[src/pkg/i2cm_consts.vh]
// Contract
// - Transmit and receive FIFOs each hold exactly one byte, moved by software.
// - Start or stop request bit set by software, cleared by hardware when done.
// - Command-done flag sets when a requested start or stop finishes.
// - Send shifts out the queued byte, clears its bit, sets transmit-done.
// - Receive request clocks in one byte, clears its bit, sets receive-done.
// - After each byte segment the NACK flag shows what the bus answered.
// - Event when command-done flag rises from 0 to 1.
// - Event when a transmitted byte is answered with NACK.
// - Event on each rising edge of transmit-done.
// - Event on each rising edge of receive-done.
// - Byte arriving with full receive FIFO flags overrun and is discarded.
// - Transmitting with empty transmit FIFO flags underrun.
// - Interrupt only when controller mask bit and top-level enable are set.
// - Mode field: 0 and 1 disabled, 2 SPI, 3 I2C.
// - Data port write pushes the byte into the transmit FIFO.
// - Data port read pops the oldest byte from the receive FIFO.
// - Bit period is 2*(linear+1)*2^exponent reference cycles, fields 4 bits.
`ifndef I2CM_CONSTS_VH
`define I2CM_CONSTS_VH
// register indices; byte address is four times the index
`define I2CM_IDX_DATA 16'h441E
`define I2CM_IDX_MODE 16'h442A
`define I2CM_IDX_LIN 16'h4430
`define I2CM_IDX_EXP 16'h4432
`define I2CM_IDX_CTRL 16'h4440
`define I2CM_IDX_STAT 16'h4442
`define I2CM_IDX_MASK 16'h4444
`define I2CM_MODE_SPI 2'h2
`define I2CM_MODE_I2C 2'h3
`define I2CM_RST_16 16'h0000
// control bits
`define I2CM_CTL_START 0
`define I2CM_CTL_STOP 1
`define I2CM_CTL_SEND 2
`define I2CM_CTL_RECV 3
`define I2CM_CTL_ACK 4
// status bits
`define I2CM_ST_CMD 0
`define I2CM_ST_TXD 1
`define I2CM_ST_RXD 2
`define I2CM_ST_NAK 3
`define I2CM_ST_TXNAK 4
`define I2CM_ST_OVF 5
`define I2CM_ST_UND 6
`define I2CM_EVT_MASK 7'h77
// engine commands
`define I2CM_CMD_START 2'h0
`define I2CM_CMD_STOP 2'h1
`define I2CM_CMD_WR 2'h2
`define I2CM_CMD_RD 2'h3
`define I2CM_LAST_START 5'h03
`define I2CM_LAST_STOP 5'h02
`define I2CM_LAST_BYTE 5'h11
`endif

[src/hdl/i2cm_top.v]
`timescale 1ns/1ps
`default_nettype none
`include "i2cm_consts.vh"
module i2cm_top (
  input wire pclk,
  input wire presetn,
  input wire psel,
  input wire penable,
  input wire pwrite,
  input wire [17:0] paddr,
  input wire [31:0] pwdata,
  output wire [31:0] prdata,
  output wire pready,
  output wire pslverr,
  input wire top_irq_en,
  input wire scl_i,
  output wire scl_o,
  output wire scl_oe,
  input wire sda_i,
  output wire sda_o,
  output wire sda_oe,
  output wire spi_sel,
  output wire irq
);
  // ****************************************
  // decoding
  // ****************************************
  function is_mapped;
    input [15:0] x;
    begin
      case (x)
        `I2CM_IDX_DATA: is_mapped = 1'b1;
        `I2CM_IDX_MODE: is_mapped = 1'b1;
        `I2CM_IDX_LIN: is_mapped = 1'b1;
        `I2CM_IDX_EXP: is_mapped = 1'b1;
        `I2CM_IDX_CTRL: is_mapped = 1'b1;
        `I2CM_IDX_STAT: is_mapped = 1'b1;
        `I2CM_IDX_MASK: is_mapped = 1'b1;
        default: is_mapped = 1'b0;
      endcase
    end
  endfunction
  function wr_hit;
    input wr;
    input [15:0] x;
    input [15:0] idx_c;
    begin
      wr_hit = wr & (x == idx_c);
    end
  endfunction
  // ****************************************
  // state
  // ****************************************
  reg [31:0] prdata_q;
  reg pready_q;
  reg pslverr_q;
  reg irq_q;
  reg spi_sel_q;
  reg scl_o_q;
  reg sda_o_q;
  reg [1:0] mode_q;
  reg [3:0] lin_q;
  reg [3:0] exp_q;
  reg [4:0] ctrl_q;
  reg [6:0] stat_q;
  reg [6:0] mask_q;
  reg [7:0] tx_data_q;
  reg tx_full_q;
  reg [7:0] rx_data_q;
  reg rx_full_q;
  reg run_q;
  reg [1:0] run_cmd_q;
  reg [1:0] scl_sy_q;
  reg [1:0] sda_sy_q;
  reg [4:0] ctrl_d;
  reg [6:0] stat_d;
  reg [1:0] go_cmd;
  reg [31:0] rd_mux;
  wire eng_busy;
  wire eng_done;
  wire [7:0] eng_rx;
  wire eng_nack;
  // ****************************************
  // apb slave
  // ****************************************
  // one wait state: pready rises the cycle after the access phase starts
  wire [15:0] idx = paddr[17:2];
  wire setup_acc = psel & penable & ~pready_q;
  wire acc = psel & penable & pready_q;
  wire wr = acc & pwrite & is_mapped(idx);
  wire rd = acc & ~pwrite & is_mapped(idx);
  wire wr_data = wr_hit(wr, idx, `I2CM_IDX_DATA);
  wire wr_mode = wr_hit(wr, idx, `I2CM_IDX_MODE);
  wire wr_lin = wr_hit(wr, idx, `I2CM_IDX_LIN);
  wire wr_exp = wr_hit(wr, idx, `I2CM_IDX_EXP);
  wire wr_ctrl = wr_hit(wr, idx, `I2CM_IDX_CTRL);
  wire wr_stat = wr_hit(wr, idx, `I2CM_IDX_STAT);
  wire wr_mask = wr_hit(wr, idx, `I2CM_IDX_MASK);
  wire rd_data = rd & (idx == `I2CM_IDX_DATA);
  always @* begin
    rd_mux = 32'h00000000;
    case (idx)
      `I2CM_IDX_DATA: rd_mux = {24'h000000, rx_data_q};
      `I2CM_IDX_MODE: rd_mux = {30'h00000000, mode_q};
      `I2CM_IDX_LIN: rd_mux = {28'h0000000, lin_q};
      `I2CM_IDX_EXP: rd_mux = {28'h0000000, exp_q};
      `I2CM_IDX_CTRL: rd_mux = {27'h0000000, ctrl_q};
      `I2CM_IDX_STAT: rd_mux = {25'h0000000, stat_q};
      `I2CM_IDX_MASK: rd_mux = {25'h0000000, mask_q};
      default: rd_mux = 32'h00000000;
    endcase
  end
  always @(posedge pclk or negedge presetn) begin
    if (!presetn) begin
      pready_q <= 1'b0;
      pslverr_q <= 1'b0;
      prdata_q <= 32'h00000000;
    end else begin
      pready_q <= setup_acc;
      pslverr_q <= setup_acc & ~is_mapped(idx);
      // writes and unmapped reads answer with zero data
      if (setup_acc) begin
        prdata_q <= pwrite ? 32'h00000000 : rd_mux;
      end
    end
  end
  // ****************************************
  // configuration
  // ****************************************
  // rate and mode change mid-transfer is not guarded; software must
  // disable first, a half-period count change just reshapes one phase
  always @(posedge pclk or negedge presetn) begin
    if (!presetn) begin
      mode_q <= 2'h0;
      lin_q <= 4'h0;
      exp_q <= 4'h0;
      mask_q <= 7'h00;
    end else begin
      if (wr_mode) begin
        mode_q <= pwdata[1:0];
      end
      if (wr_lin) begin
        lin_q <= pwdata[3:0];
      end
      if (wr_exp) begin
        exp_q <= pwdata[3:0];
      end
      if (wr_mask) begin
        mask_q <= pwdata[6:0];
      end
    end
  end
  wire i2c_on = (mode_q == `I2CM_MODE_I2C);
  // half bit time in pclk cycles
  wire [19:0] half_cnt = ({16'h0000, lin_q} + 20'h00001) << exp_q;
  // ****************************************
  // request issue
  // ****************************************
  // one segment at a time; start beats send beats receive beats stop
  always @* begin
    go_cmd = `I2CM_CMD_STOP;
    if (ctrl_q[`I2CM_CTL_START]) begin
      go_cmd = `I2CM_CMD_START;
    end else if (ctrl_q[`I2CM_CTL_SEND]) begin
      go_cmd = `I2CM_CMD_WR;
    end else if (ctrl_q[`I2CM_CTL_RECV]) begin
      go_cmd = `I2CM_CMD_RD;
    end
  end
  wire go = i2c_on & ~run_q & ~eng_busy & (|ctrl_q[3:0]);
  wire go_wr = go & (go_cmd == `I2CM_CMD_WR);
  wire fin = run_q & eng_done;
  wire fin_cmd = fin & ~run_cmd_q[1];
  wire fin_wr = fin & (run_cmd_q == `I2CM_CMD_WR);
  wire fin_rd = fin & (run_cmd_q == `I2CM_CMD_RD);
  always @(posedge pclk or negedge presetn) begin
    if (!presetn) begin
      run_q <= 1'b0;
      run_cmd_q <= 2'h0;
    end else begin
      if (go) begin
        run_q <= 1'b1;
        run_cmd_q <= go_cmd;
      end else if (fin || !i2c_on) begin
        run_q <= 1'b0;
      end
    end
  end
  // ****************************************
  // control register
  // ****************************************
  always @* begin
    ctrl_d = ctrl_q;
    if (wr_ctrl) begin
      ctrl_d = pwdata[4:0];
    end
    if (fin) begin
      case (run_cmd_q)
        `I2CM_CMD_START: ctrl_d[`I2CM_CTL_START] = 1'b0;
        `I2CM_CMD_STOP: ctrl_d[`I2CM_CTL_STOP] = 1'b0;
        `I2CM_CMD_WR: ctrl_d[`I2CM_CTL_SEND] = 1'b0;
        default: ctrl_d[`I2CM_CTL_RECV] = 1'b0;
      endcase
    end
    // requests are dropped while the controller is not in i2c mode
    if (!i2c_on) begin
      ctrl_d[3:0] = 4'h0;
    end
  end
  always @(posedge pclk or negedge presetn) begin
    if (!presetn) begin
      ctrl_q <= 5'h00;
    end else begin
      ctrl_q <= ctrl_d;
    end
  end
  // ****************************************
  // one byte fifos
  // ****************************************
  wire rx_lost = fin_rd & rx_full_q & ~rd_data;
  always @(posedge pclk or negedge presetn) begin
    if (!presetn) begin
      tx_data_q <= 8'h00;
      tx_full_q <= 1'b0;
      rx_data_q <= 8'h00;
      rx_full_q <= 1'b0;
    end else begin
      // a push into a full fifo replaces the queued byte
      if (wr_data) begin
        tx_data_q <= pwdata[7:0];
        tx_full_q <= 1'b1;
      end else if (go_wr) begin
        tx_full_q <= 1'b0;
      end
      if (fin_rd && !rx_lost) begin
        rx_data_q <= eng_rx;
        rx_full_q <= 1'b1;
      end else if (rd_data) begin
        rx_full_q <= 1'b0;
      end
    end
  end
  // ****************************************
  // status flags
  // ****************************************
  // write one to clear the event flags, not the nack bit; a set in the same cycle wins over the clear
  always @* begin
    stat_d = stat_q;
    if (wr_stat) begin
      stat_d = stat_q & ~(pwdata[6:0] & `I2CM_EVT_MASK);
    end
    if (fin_cmd) begin
      stat_d[`I2CM_ST_CMD] = 1'b1;
    end
    if (fin_wr) begin
      stat_d[`I2CM_ST_TXD] = 1'b1;
      stat_d[`I2CM_ST_NAK] = eng_nack;
    end
    if (fin_wr && eng_nack) begin
      stat_d[`I2CM_ST_TXNAK] = 1'b1;
    end
    if (fin_rd) begin
      stat_d[`I2CM_ST_RXD] = 1'b1;
      stat_d[`I2CM_ST_NAK] = eng_nack;
    end
    if (rx_lost) begin
      stat_d[`I2CM_ST_OVF] = 1'b1;
    end
    if (go_wr && !tx_full_q) begin
      stat_d[`I2CM_ST_UND] = 1'b1;
    end
  end
  // ****************************************
  // pins, interrupt, outputs
  // ****************************************
  // each event flag only sets on its own 0 to 1 edge, so a pending flag
  // is the event; the level nack bit is kept out of the mask
  wire irq_d = top_irq_en & (|(stat_q & mask_q & `I2CM_EVT_MASK));
  always @(posedge pclk or negedge presetn) begin
    if (!presetn) begin
      stat_q <= 7'h00;
      irq_q <= 1'b0;
      spi_sel_q <= 1'b0;
      scl_o_q <= 1'b0;
      sda_o_q <= 1'b0;
      scl_sy_q <= 2'h3;
      sda_sy_q <= 2'h3;
    end else begin
      stat_q <= stat_d;
      irq_q <= irq_d;
      spi_sel_q <= (mode_q == `I2CM_MODE_SPI);
      scl_o_q <= 1'b0;
      sda_o_q <= 1'b0;
      scl_sy_q <= {scl_sy_q[0], scl_i};
      sda_sy_q <= {sda_sy_q[0], sda_i};
    end
  end
  // the queued byte goes out even on underrun, so the slave receives the stale byte again
  i2cm_bit_engine u_eng (
    .pclk(pclk),
    .presetn(presetn),
    .half_cnt(half_cnt),
    .go(go),
    .cmd(go_cmd),
    .tx_byte(tx_data_q),
    .ack_en(ctrl_q[`I2CM_CTL_ACK]),
    .scl_s(scl_sy_q[1]),
    .sda_s(sda_sy_q[1]),
    .busy(eng_busy),
    .done(eng_done),
    .rx_byte(eng_rx),
    .nack_seen(eng_nack),
    .scl_oe(scl_oe),
    .sda_oe(sda_oe)
  );
  assign prdata = prdata_q;
  assign pready = pready_q;
  assign pslverr = pslverr_q;
  assign irq = irq_q;
  assign spi_sel = spi_sel_q;
  assign scl_o = scl_o_q;
  assign sda_o = sda_o_q;
endmodule
`default_nettype wire

[src/hdl/i2cm_bit_engine.v]
`timescale 1ns/1ps
`default_nettype none
`include "i2cm_consts.vh"
module i2cm_bit_engine (
  input wire pclk,
  input wire presetn,
  input wire [19:0] half_cnt,
  input wire go,
  input wire [1:0] cmd,
  input wire [7:0] tx_byte,
  input wire ack_en,
  input wire scl_s,
  input wire sda_s,
  output wire busy,
  output wire done,
  output wire [7:0] rx_byte,
  output wire nack_seen,
  output wire scl_oe,
  output wire sda_oe
);
  // ****************************************
  // line levels per phase
  // ****************************************
  // returns {scl_oe, sda_oe}; oe high pulls the wire low
  function [1:0] lines;
    input [1:0] c;
    input [4:0] p;
    input b;
    begin
      case (c)
        `I2CM_CMD_START: begin
          case (p[1:0])
            2'h0: lines = 2'h2;
            2'h1: lines = 2'h0;
            2'h2: lines = 2'h1;
            default: lines = 2'h3;
          endcase
        end
        `I2CM_CMD_STOP: begin
          case (p[1:0])
            2'h0: lines = 2'h3;
            2'h1: lines = 2'h1;
            default: lines = 2'h0;
          endcase
        end
        default: lines = {~p[0], ~b};
      endcase
    end
  endfunction
  reg busy_q;
  reg done_q;
  reg [1:0] cmd_q;
  reg [4:0] ph_q;
  reg [19:0] cnt_q;
  reg [8:0] sh_q;
  reg scl_oe_q;
  reg sda_oe_q;
  reg sda_late_q;
  reg sda_nx_q;
  wire byte_op = cmd_q[1];
  wire last_ph = (cmd_q == `I2CM_CMD_START) ? (ph_q == `I2CM_LAST_START) :
                 (cmd_q == `I2CM_CMD_STOP) ? (ph_q == `I2CM_LAST_STOP) :
                 (ph_q == `I2CM_LAST_BYTE);
  // a slave holding scl low stretches the high phase; the first two counts
  // are skipped while the synchroniser still shows the old level, so the
  // rate holds and halves under three cycles cannot be stretched
  wire stretch = ~scl_oe_q & ~scl_s & (cnt_q > 20'h00001);
  wire tick = busy_q & ~stretch & (cnt_q == half_cnt - 20'h00001);
  // sample on the end of each scl high phase of a byte
  wire [8:0] sh_n = (byte_op & ph_q[0]) ? {sh_q[7:0], sda_s} : sh_q;
  wire [4:0] ph_n = ph_q + 5'h01;
  wire [1:0] ln_go = lines(cmd, 5'h00, cmd[0] ? 1'b1 : tx_byte[7]);
  wire [1:0] ln_nx = lines(cmd_q, ph_n, sh_n[8]);
  // sda moves a cycle after a falling scl, never on the same edge,
  // or a slave could see a false start or stop
  wire fall_go = ~scl_oe_q & ln_go[1];
  wire fall_nx = ~scl_oe_q & ln_nx[1];
  // ****************************************
  // sequencer
  // ****************************************
  always @(posedge pclk or negedge presetn) begin
    if (!presetn) begin
      busy_q <= 1'b0;
      done_q <= 1'b0;
      cmd_q <= 2'h0;
      ph_q <= 5'h00;
      cnt_q <= 20'h00000;
      sh_q <= 9'h000;
      scl_oe_q <= 1'b0;
      sda_oe_q <= 1'b0;
      sda_late_q <= 1'b0;
      sda_nx_q <= 1'b0;
    end else begin
      done_q <= 1'b0;
      sda_late_q <= 1'b0;
      if (sda_late_q) begin
        sda_oe_q <= sda_nx_q;
      end
      if (go && !busy_q) begin
        busy_q <= 1'b1;
        cmd_q <= cmd;
        ph_q <= 5'h00;
        cnt_q <= 20'h00000;
        // read releases sda for data and drives the ninth bit when acking
        sh_q <= cmd[0] ? {8'hFF, ~ack_en} : {tx_byte, 1'b1};
        scl_oe_q <= ln_go[1];
        sda_nx_q <= ln_go[0];
        sda_late_q <= fall_go;
        if (!fall_go) begin
          sda_oe_q <= ln_go[0];
        end
      end else if (tick) begin
        cnt_q <= 20'h00000;
        sh_q <= sh_n;
        if (last_ph) begin
          busy_q <= 1'b0;
          done_q <= 1'b1;
          // a byte ends with scl held low so the next segment starts clean
          if (byte_op) begin
            scl_oe_q <= 1'b1;
          end
        end else begin
          ph_q <= ph_n;
          scl_oe_q <= ln_nx[1];
          sda_nx_q <= ln_nx[0];
          sda_late_q <= fall_nx;
          if (!fall_nx) begin
            sda_oe_q <= ln_nx[0];
          end
        end
      end else if (busy_q && !stretch) begin
        cnt_q <= cnt_q + 20'h00001;
      end
    end
  end
  assign busy = busy_q;
  assign done = done_q;
  assign rx_byte = sh_q[8:1];
  assign nack_seen = sh_q[0];
  assign scl_oe = scl_oe_q;
  assign sda_oe = sda_oe_q;
endmodule
`default_nettype wire

[config.mk]
export PLATFORM = sky130hd
export DESIGN_NAME = i2cm_top
export DESIGN_NICKNAME = d
export VERILOG_FILES = /design/src/hdl/i2cm_top.v /design/src/hdl/i2cm_bit_engine.v
export VERILOG_INCLUDE_DIRS = /design/src /design/src/pkg
export SDC_FILE = /design/constraint.sdc
export NUM_CORES = 1
export LEC_CHECK = 0
export BUFFER_PORTS_ARGS = -buffer_cell sky130_fd_sc_hd__buf_4
export CORE_ASPECT_RATIO = 0.5
export CORE_MARGIN = 2
export CORE_UTILIZATION = 50
export CTS_CLUSTER_DIAMETER = 30
export DETAILED_ROUTE_END_ITERATION = 12
export PLACE_DENSITY = 0.74
export SKIP_LAST_GASP = 1
export SYNTH_ARGS = -nofsm -noshare
export SYNTH_HDL_FRONTEND = slang
export SYNTH_SLANG_ARGS = --single-unit
[constraint.sdc]
create_clock -name pclk -period 5 [get_ports pclk]
set_clock_uncertainty 0.05 [all_clocks]
set_input_delay 0.75 -clock pclk [delete_from_list [all_inputs] [get_ports pclk]]
set_output_delay 0.75 -clock pclk [all_outputs]
set_load 0.02 [all_outputs]
==> flow_metrics.py, run 1 <==
metrics = {
    "status": {
        "status": "complete, no violations",
    },
    "global_route": {
        "overflow": 0,
        "grtUsageTotal_pct": 23.9,
        "grt_util_met2_pct": 39.5,
        "met1_usage_pct": 33.6,
        "grt_use_met3_pct": 3.95,
        "busiest_layer": "met2",
        "grt_max_degree": 68,
        "antenna_found_initial": 0,
        "grt_pass1_wl_um": 29400,
        "grt_pass1_vias": 5671,
    },
    "final_layout": {
        "diodes": 0,
        "fin_cells": 1005,
        "seqCellArea_sq_um": 2710,
        "fill_cells": 1223,
        "areaGrowthSynthToFinish_pct": 9.36,
        "drive_gt1_share_pct": 17.1,
        "multi_input_area_sq_um": 4020,
        "fin_nets": 873,
    },
    "route": {
        "drt-wirelength-per-cell_um": 17.6,
        "wirelength_um": 17700,
        "dr.pass1.iters": 6,
        "drt-initial-drc-count": 598,
        "via_count": 6177,
        "drc": 0,
        "ant_nets": 0,
        "viasPerCell": 6.15,
    },
    "clock_tree": {
        "ctsHoldBuffers": 0,
        "numClockSinks": 108,
        "clk_path_buf_depth": 2,
        "htree_levels": 3,
        "clk_latency_ns": 0.35,
        "cts_buffers": 9,
        "root_buffer": "clkbuf_16",
        "clkTransAtPathRegs_ns": 0.08,
        "cts_tree": "built",
    },
    "floorplanning": {
        "rows": 30,
        "dieArea_sq_um": 15300,
        "die_h_um": 88.5,
        "pin_count": 98,
        "dieWidth_um": 173,
        "core_sq_um": 13700,
        "initial_utilization_pct": 52.0,
    },
    "yosys": {
        "synth-edff-count": 0,
        "mappedNetlistArea_sq_um": 7140,
        "yosysWarnings": 0,
        "yosysUniqueCellTypes": 94,
        "ys_dominant_reg_cell": "dfrtp_1",
        "avgSynthCellArea_sq_um": 9.07,
        "ys_seq_area_share_pct": 37.9,
        "postSynthCellCount": 787,
        "async_flop_share_pct": 100,
        "ys_ff_latch": 108,
    },
    "critical_path": {
        "path_cells": "buf_4 > and3b_1 > a211oi_1 > and2_4 > o22ai_2 > nor4_4 > xnor2_1 > or4_1 > a2111o_1 > or2_1 > nand2_1 > o21ai_1",
        "slowest_stage": "dfrtp_1",
        "worstPathMaxFanout": 22,
        "cp.arrival_ns": 4.81,
        "critical_path_class": "reg -> reg",
        "worst_path_largest_cell_delay_ns": 0.82,
        "cp-end-kind": "flip-flop",
        "required_ns": 5.17,
        "cp_num_buf_inv": 1,
        "cpLargestDelayFamily": "simple AND/OR/NAND/NOR gates",
        "startpoint_type": "flip-flop",
    },
    "sta": {
        "hold_ws_ns": 0.314,
        "slew_headroom_pct": 38.1,
        "setup_viol_count_final": 0,
        "min_period_over_period_pct": 92.6,
        "finalHoldViolations": 0,
        "period_needed_ns": 4.63,
        "finalSetupTns_ns": 0,
        "rsz0062_at_grt": "no",
        "fmaxAchievable_mhz": 216,
        "worstMarginPinSlew_ns": 0.925,
        "slew_viol_final": 0,
    },
    "placed_design": {
        "globalplace.congestion": 0.895,
        "placed_cells": 989,
        "port_buffers": 45,
        "dp_hpwl_um": 13000,
    },
    "power": {
        "finalPower_mw": 1.68,
        "power_leakage_nw": 3.38,
        "vdd_drop_max_mv": 0.174,
        "power_density_nw_per_um2": 215,
    },
    "job": {
        "drv_cap": 0,
    },
    "hold_path": {
        "worstHoldPathType": "reg -> reg",
    },
}
## power by group
part / switching, mW / internal (mW)
combinational: 0.0491 / 0.0197
clock: 0.365 / 0.368
sequential: 0.00115 / 0.876
## worst paths after layout
path                        startpoint              end  slack [ns]  depth (start not counted)
setup / recovery              exp_q[0]  u_eng.cnt_q[18]        0.37                         12
hold reg to reg            scl_sy_q[0]      scl_sy_q[1]        0.31                          0
max in group asynchronous      presetn      scl_sy_q[0]        3.37                          2
min in group asynchronous      presetn        prdata[7]        0.43                          1
hold / removal             scl_sy_q[0]      scl_sy_q[1]        0.31                          0
setup reg to reg              exp_q[0]  u_eng.cnt_q[18]        0.37                         12
## per-stage QoR
| step | setup slack (ns) | area (sq um) | utilization [%] |
|---|---|---|---|
| 2_1_floorplan | 1.18 | 7230 | - |
| 3_3_place_gp | 0.546 | 7500 | 54.6 |
| 3_5_place_dp | 0.457 | 7500 | 54.6 |
| 4_1_cts | 0.449 | 7800 | 56.8 |
| 5_1_grt | 0.0228 | 7810 | 56.8 |
| 6_report | 0.369 | 7810 | 56.8 |
## worst reg2reg max path: stages (launching register included)
cell and delay, ns:
dfrtp_1 0.82, buf_4 0.27, and3b_1 0.18, a211oi_1 0.37, and2_4 0.26, o22ai_2 0.16, nor4_4 0.44, xnor2_1 0.14
or4_1 0.50, a2111o_1 0.40, or2_1 0.41, nand2_1 0.39, o21ai_1 0.12
## per-layer routing
layer	part of all wire (%)	up-vias
li1	-	2890
met1	47	3049
met2	46	221
met3	6.4	17
met4	0.97	0
met5	0	-
## logic make-up (layout without fill, tap and decap cells)
family	count (synthesis)	count (layout)	share of synthesized area, %
and+or+nand+nor	311	311	22.8
buffers and inverters	99	100	7.40
AOI/OAI and AO/OA	184	184	19.4
DFF	108	108	37.9
muxes	43	43	6.78
other	1	26	0.0525
adders and majority gates	7	7	1.23
xor gates and xnor gates	34	34	4.43
## area by class of cell
class	count	share of cell area, %
multi-input cells	605	51.5
flip-flops and latches	108	34.7
repair buffers	59	5.67
well taps	192	3.08
clock buffers	10	3.06
inverters	25	1.20
clock inverters	6	0.801
## sequential cells by signal (all words and copies together) (netlist names), 2 cells and up
| register | flops |
|---|---|
| u_eng.cnt_q | 20 |
| u_eng.sh_q | 9 |
| prdata | 8 |
| rx_data_q | 8 |
| tx_data_q | 8 |
| mask_q | 7 |
| stat_q | 7 |
| ctrl_q | 5 |
| u_eng.ph_q | 5 |
| exp_q | 4 |
| lin_q | 4 |
| mode_q | 2 |
| run_cmd_q | 2 |
| scl_sy_q | 2 |
| sda_sy_q | 2 |
| u_eng.cmd_q | 2 |
## cells in the final DEF (no fill, tap or decap), drive strengths merged, types with 5 or more instances in the layout
| cell type | synthesis | layout |
|---|---|---|
| o22ai | 6 | 6 |
| mux2i | 10 | 10 |
| nand3b | 6 | 6 |
| buf | 45 | 59 |
| inv | 24 | 29 |
| o21ai | 42 | 42 |
| nor4 | 15 | 15 |
| mux2 | 33 | 33 |
| nor3 | 35 | 35 |
| nand3 | 27 | 27 |
| a31oi | 10 | 10 |
| or4 | 7 | 7 |
| dfrtp | 104 | 104 |
| a211oi | 16 | 16 |
| nor2b | 8 | 8 |
| nand4 | 8 | 8 |
| and3 | 11 | 11 |
| o211ai | 6 | 6 |
| nand2 | 80 | 80 |
| and2 | 5 | 5 |
| a21o | 7 | 7 |
| conb | 1 | 26 |
| xnor2 | 17 | 17 |
| nor4b | 6 | 6 |
| ha | 7 | 7 |
| o31ai | 13 | 13 |
| nand2b | 9 | 9 |
| a32oi | 7 | 7 |
| clkbuf | 29 | 10 |
| nor2 | 70 | 70 |
| xor2 | 17 | 17 |
| a21oi | 14 | 14 |
| a22oi | 14 | 14 |
| or3 | 5 | 5 |
## cells in the mapped netlist, drive strengths merged, types with 4 or more instances
master	instances	share of area, %
nand4	8	0.70
nand2	80	4.2
xor2	17	2.3
mux2	33	5.2
ha	7	1.2
a32oi	7	0.86
nor3b	4	0.42
dfstp	4	1.5
and3b	4	0.49
nand3b	6	0.68
nor4	15	1.7
and2	5	0.47
a222oi	4	0.56
nor3	35	2.7
inv	24	1.3
dfrtp	104	36
nand3	27	2.0
a21oi	14	0.98
clkbuf	29	1.7
a31oi	10	0.96
o21ai	42	2.9
a21o	7	0.74
nand2b	9	0.79
or4	7	0.74
o211ai	6	1.0
buf	45	4.4
mux2i	10	1.6
o31ai	13	1.6
nor4b	6	0.74
o22ai	6	0.61
nor2	70	3.7
or3	5	0.44
a22oi	14	1.5
nor2b	8	0.70
and3	11	0.96
a211oi	16	1.9
xnor2	17	2.1
## repair_timing
item	4_1_cts	5_1_grt
buffers inserted	0	0
resized for setup	0	1
setup endpoints to repair	0	9
No activity file was read; power rests on OpenSTA's default activity.
==> run 2: changes to the inputs <==
--- a/config.mk
+++ b/config.mk
@@ -7,12 +7,14 @@
 export NUM_CORES = 1
 export LEC_CHECK = 0
 export BUFFER_PORTS_ARGS = -buffer_cell sky130_fd_sc_hd__buf_4
+export CAP_MARGIN = 10
 export CORE_ASPECT_RATIO = 0.5
 export CORE_MARGIN = 2
 export CORE_UTILIZATION = 50
 export CTS_CLUSTER_DIAMETER = 30
 export DETAILED_ROUTE_END_ITERATION = 12
 export PLACE_DENSITY = 0.74
+export RECOVER_POWER = 100
 export SKIP_LAST_GASP = 1
 export SYNTH_ARGS = -nofsm -noshare
 export SYNTH_HDL_FRONTEND = slang
==> flow_metrics.py, run 2 (synthesis results as in run 1) <==
metrics = {
    "final_layout": {
        "final_cell_mix": "dfrtp_1 (104), nand2_1 (80), nor2_1 (70)",
        "largest_reg_flops": 20,
        "fill_cells": 1255,
        "drive_gt1_share_pct": 13.9,
        "fin_nets": 873,
        "fin_util_pct": 56.0,
        "diodes": 0,
        "top_register": "u_eng.cnt_q",
        "areaGrowthSynthToFinish_pct": 7.85,
        "mostFrequentLayoutCell": "dfrtp_1",
        "top_regs": "u_eng.cnt_q x20, u_eng.sh_q x9",
    },
    "critical_path": {
        "cp-end-kind": "flip-flop",
        "rr_worst_depth": 13,
        "critical_path_class": "reg -> reg",
        "worstPathMaxFanout": 22,
        "r2r_setup_slack_ns": 0.37,
        "worstReg2RegStart": "exp_q[0]",
        "startpoint_type": "flip-flop",
        "rr_endpoint": "u_eng.sh_q[1]",
        "required_ns": 5.20,
        "cp.arrival_ns": 4.83,
    },
    "global_route": {
        "grt_pass1_wl_um": 29400,
        "grtUsageTotal_pct": 23.9,
        "antenna_found_initial": 0,
        "overflow": 0,
        "grt_pass1_vias": 5671,
        "grt_max_degree": 68,
    },
    "sta": {
        "fmaxAchievable_mhz": 216,
        "rsz0062_at_grt": "no",
        "finalSetupTns_ns": 0,
        "period_needed_ns": 4.63,
        "hold_ws_ns": 0.312,
        "slew_viol_final": 68,
        "worstMarginPinSlew_ns": 3.48,
        "slew_headroom_pct": -132,
        "min_period_over_period_pct": 92.7,
        "setup_viol_count_final": 0,
        "finalHoldViolations": 0,
        "worst_slack_ns": 0.366,
    },
    "floorplanning": {
        "dieWidth_um": 173,
        "core_sq_um": 13700,
        "dieArea_sq_um": 15300,
        "initial_utilization_pct": 52.0,
        "rows": 30,
        "die_h_um": 88.5,
        "pin_count": 98,
    },
    "clock_tree": {
        "cts_tree": "built",
        "clkTransAtPathRegs_ns": 0.08,
        "ctsHoldBuffers": 0,
        "numClockSinks": 108,
        "clk_latency_ns": 0.35,
        "htree_levels": 3,
        "root_buffer": "clkbuf_16",
        "clk_path_buf_depth": 2,
        "cts_buffers": 9,
    },
    "status": {
        "violations": "capacitance limit, slew limit",
        "status": "finished with violations",
    },
    "placed_design": {
        "dp_hpwl_um": 13000,
        "globalplace.congestion": 0.895,
        "port_buffers": 45,
        "place_ws_ns": 0.457,
    },
    "hold_path": {
        "hold-path-endpoint": "scl_sy_q[1]",
        "min_from": "scl_sy_q[0]",
        "hold_depth": 0,
        "worstHoldPathType": "reg -> reg",
    },
    "route": {
        "dr.pass1.iters": 6,
        "ant_nets": 0,
        "via_count": 6210,
        "drc": 0,
        "drt-wirelength-per-cell_um": 17.7,
        "wirelength_um": 17700,
        "viasPerCell": 6.18,
        "drt-initial-drc-count": 603,
    },
    "power": {
        "power_leakage_nw": 3.29,
        "vdd_drop_max_mv": 0.173,
        "power_density_nw_per_um2": 218,
    },
    "job": {
        "drv_cap": 1,
    },
}
-- run 2: through the flow --
stage / area (sq um) / power (mW) / cells
6_report: 7700 / 1.68 / 1005
5_1_grt: 7700 / 1.73 / 1005
4_1_cts: 7800 / 1.69 / 1005
3_5_place_dp: 7500 / 0.964 / 989
3_3_place_gp: 7500 / 0.963 / 989
2_1_floorplan: 7230 / 0.934 / 812
-- run 2: how the worst max path moves through the flow --
stage / endpoint / slack [ns] / cells after the start / start
2_1_floorplan: u_eng.sh_q[0] / 1.18 / 17 / lin_q[0]
3_3_place_gp: u_eng.cnt_q[18] / 0.55 / 12 / exp_q[0]
3_5_place_dp: u_eng.cnt_q[13] / 0.46 / 11 / exp_q[0]
4_1_cts: u_eng.cnt_q[13] / 0.45 / 11 / exp_q[0]
5_1_grt: u_eng.cnt_q[14] / 0.02 / 12 / exp_q[0]
6_report: u_eng.sh_q[1] / 0.37 / 13 / exp_q[0]
-- run 2: cell type report --
| cell class | instances | area [sq um] | share of cell area, % |
|---|---|---|---|
| Clock buffer | 10 | 239 | 3.10 |
| Clock inverter | 6 | 62.6 | 0.813 |
| Inverter | 25 | 93.8 | 1.22 |
| Multi-Input combinational cell | 605 | 3990 | 51.9 |
| Sequential cell | 108 | 2710 | 35.2 |
| Tap cell | 192 | 240 | 3.12 |
| Timing Repair Buffer | 59 | 362 | 4.70 |
-- run 2: worst max-delay path, stage by stage (launching register included) --
cell,delay (ns)
dfrtp_1,0.82
buf_4,0.27
and3b_1,0.17
a211oi_1,0.36
and2_4,0.26
o22ai_2,0.16
nor4_4,0.44
xnor2_1,0.14
or4_1,0.51
a2111o_1,0.39
nor3_4,0.22
clkbuf_1,0.36
nor3_1,0.09
a211oi_1,0.28
-- run 2: per-layer routing --
metal	vias to the layer above	routed length (um)	track usage, %
met5	-	0	0
met4	0	143	5.24
met1	3071	8360	33.6
li1	2890	-	-
met3	15	1110	3.95
met2	234	8130	39.5
-- run 2: timing repair --
action	in CTS	in global routing
buffers inserted	0	0
gates resized for setup	0	1
setup endpoints to repair	0	9
-- run 2: where the power goes --
| group | internal (mW) | switching, mW |
|---|---|---|
| clock | 0.368 | 0.369 |
| sequential | 0.876 | 0.00112 |
| combinational | 0.0182 | 0.0491 |
| total | 1.26 | 0.419 |
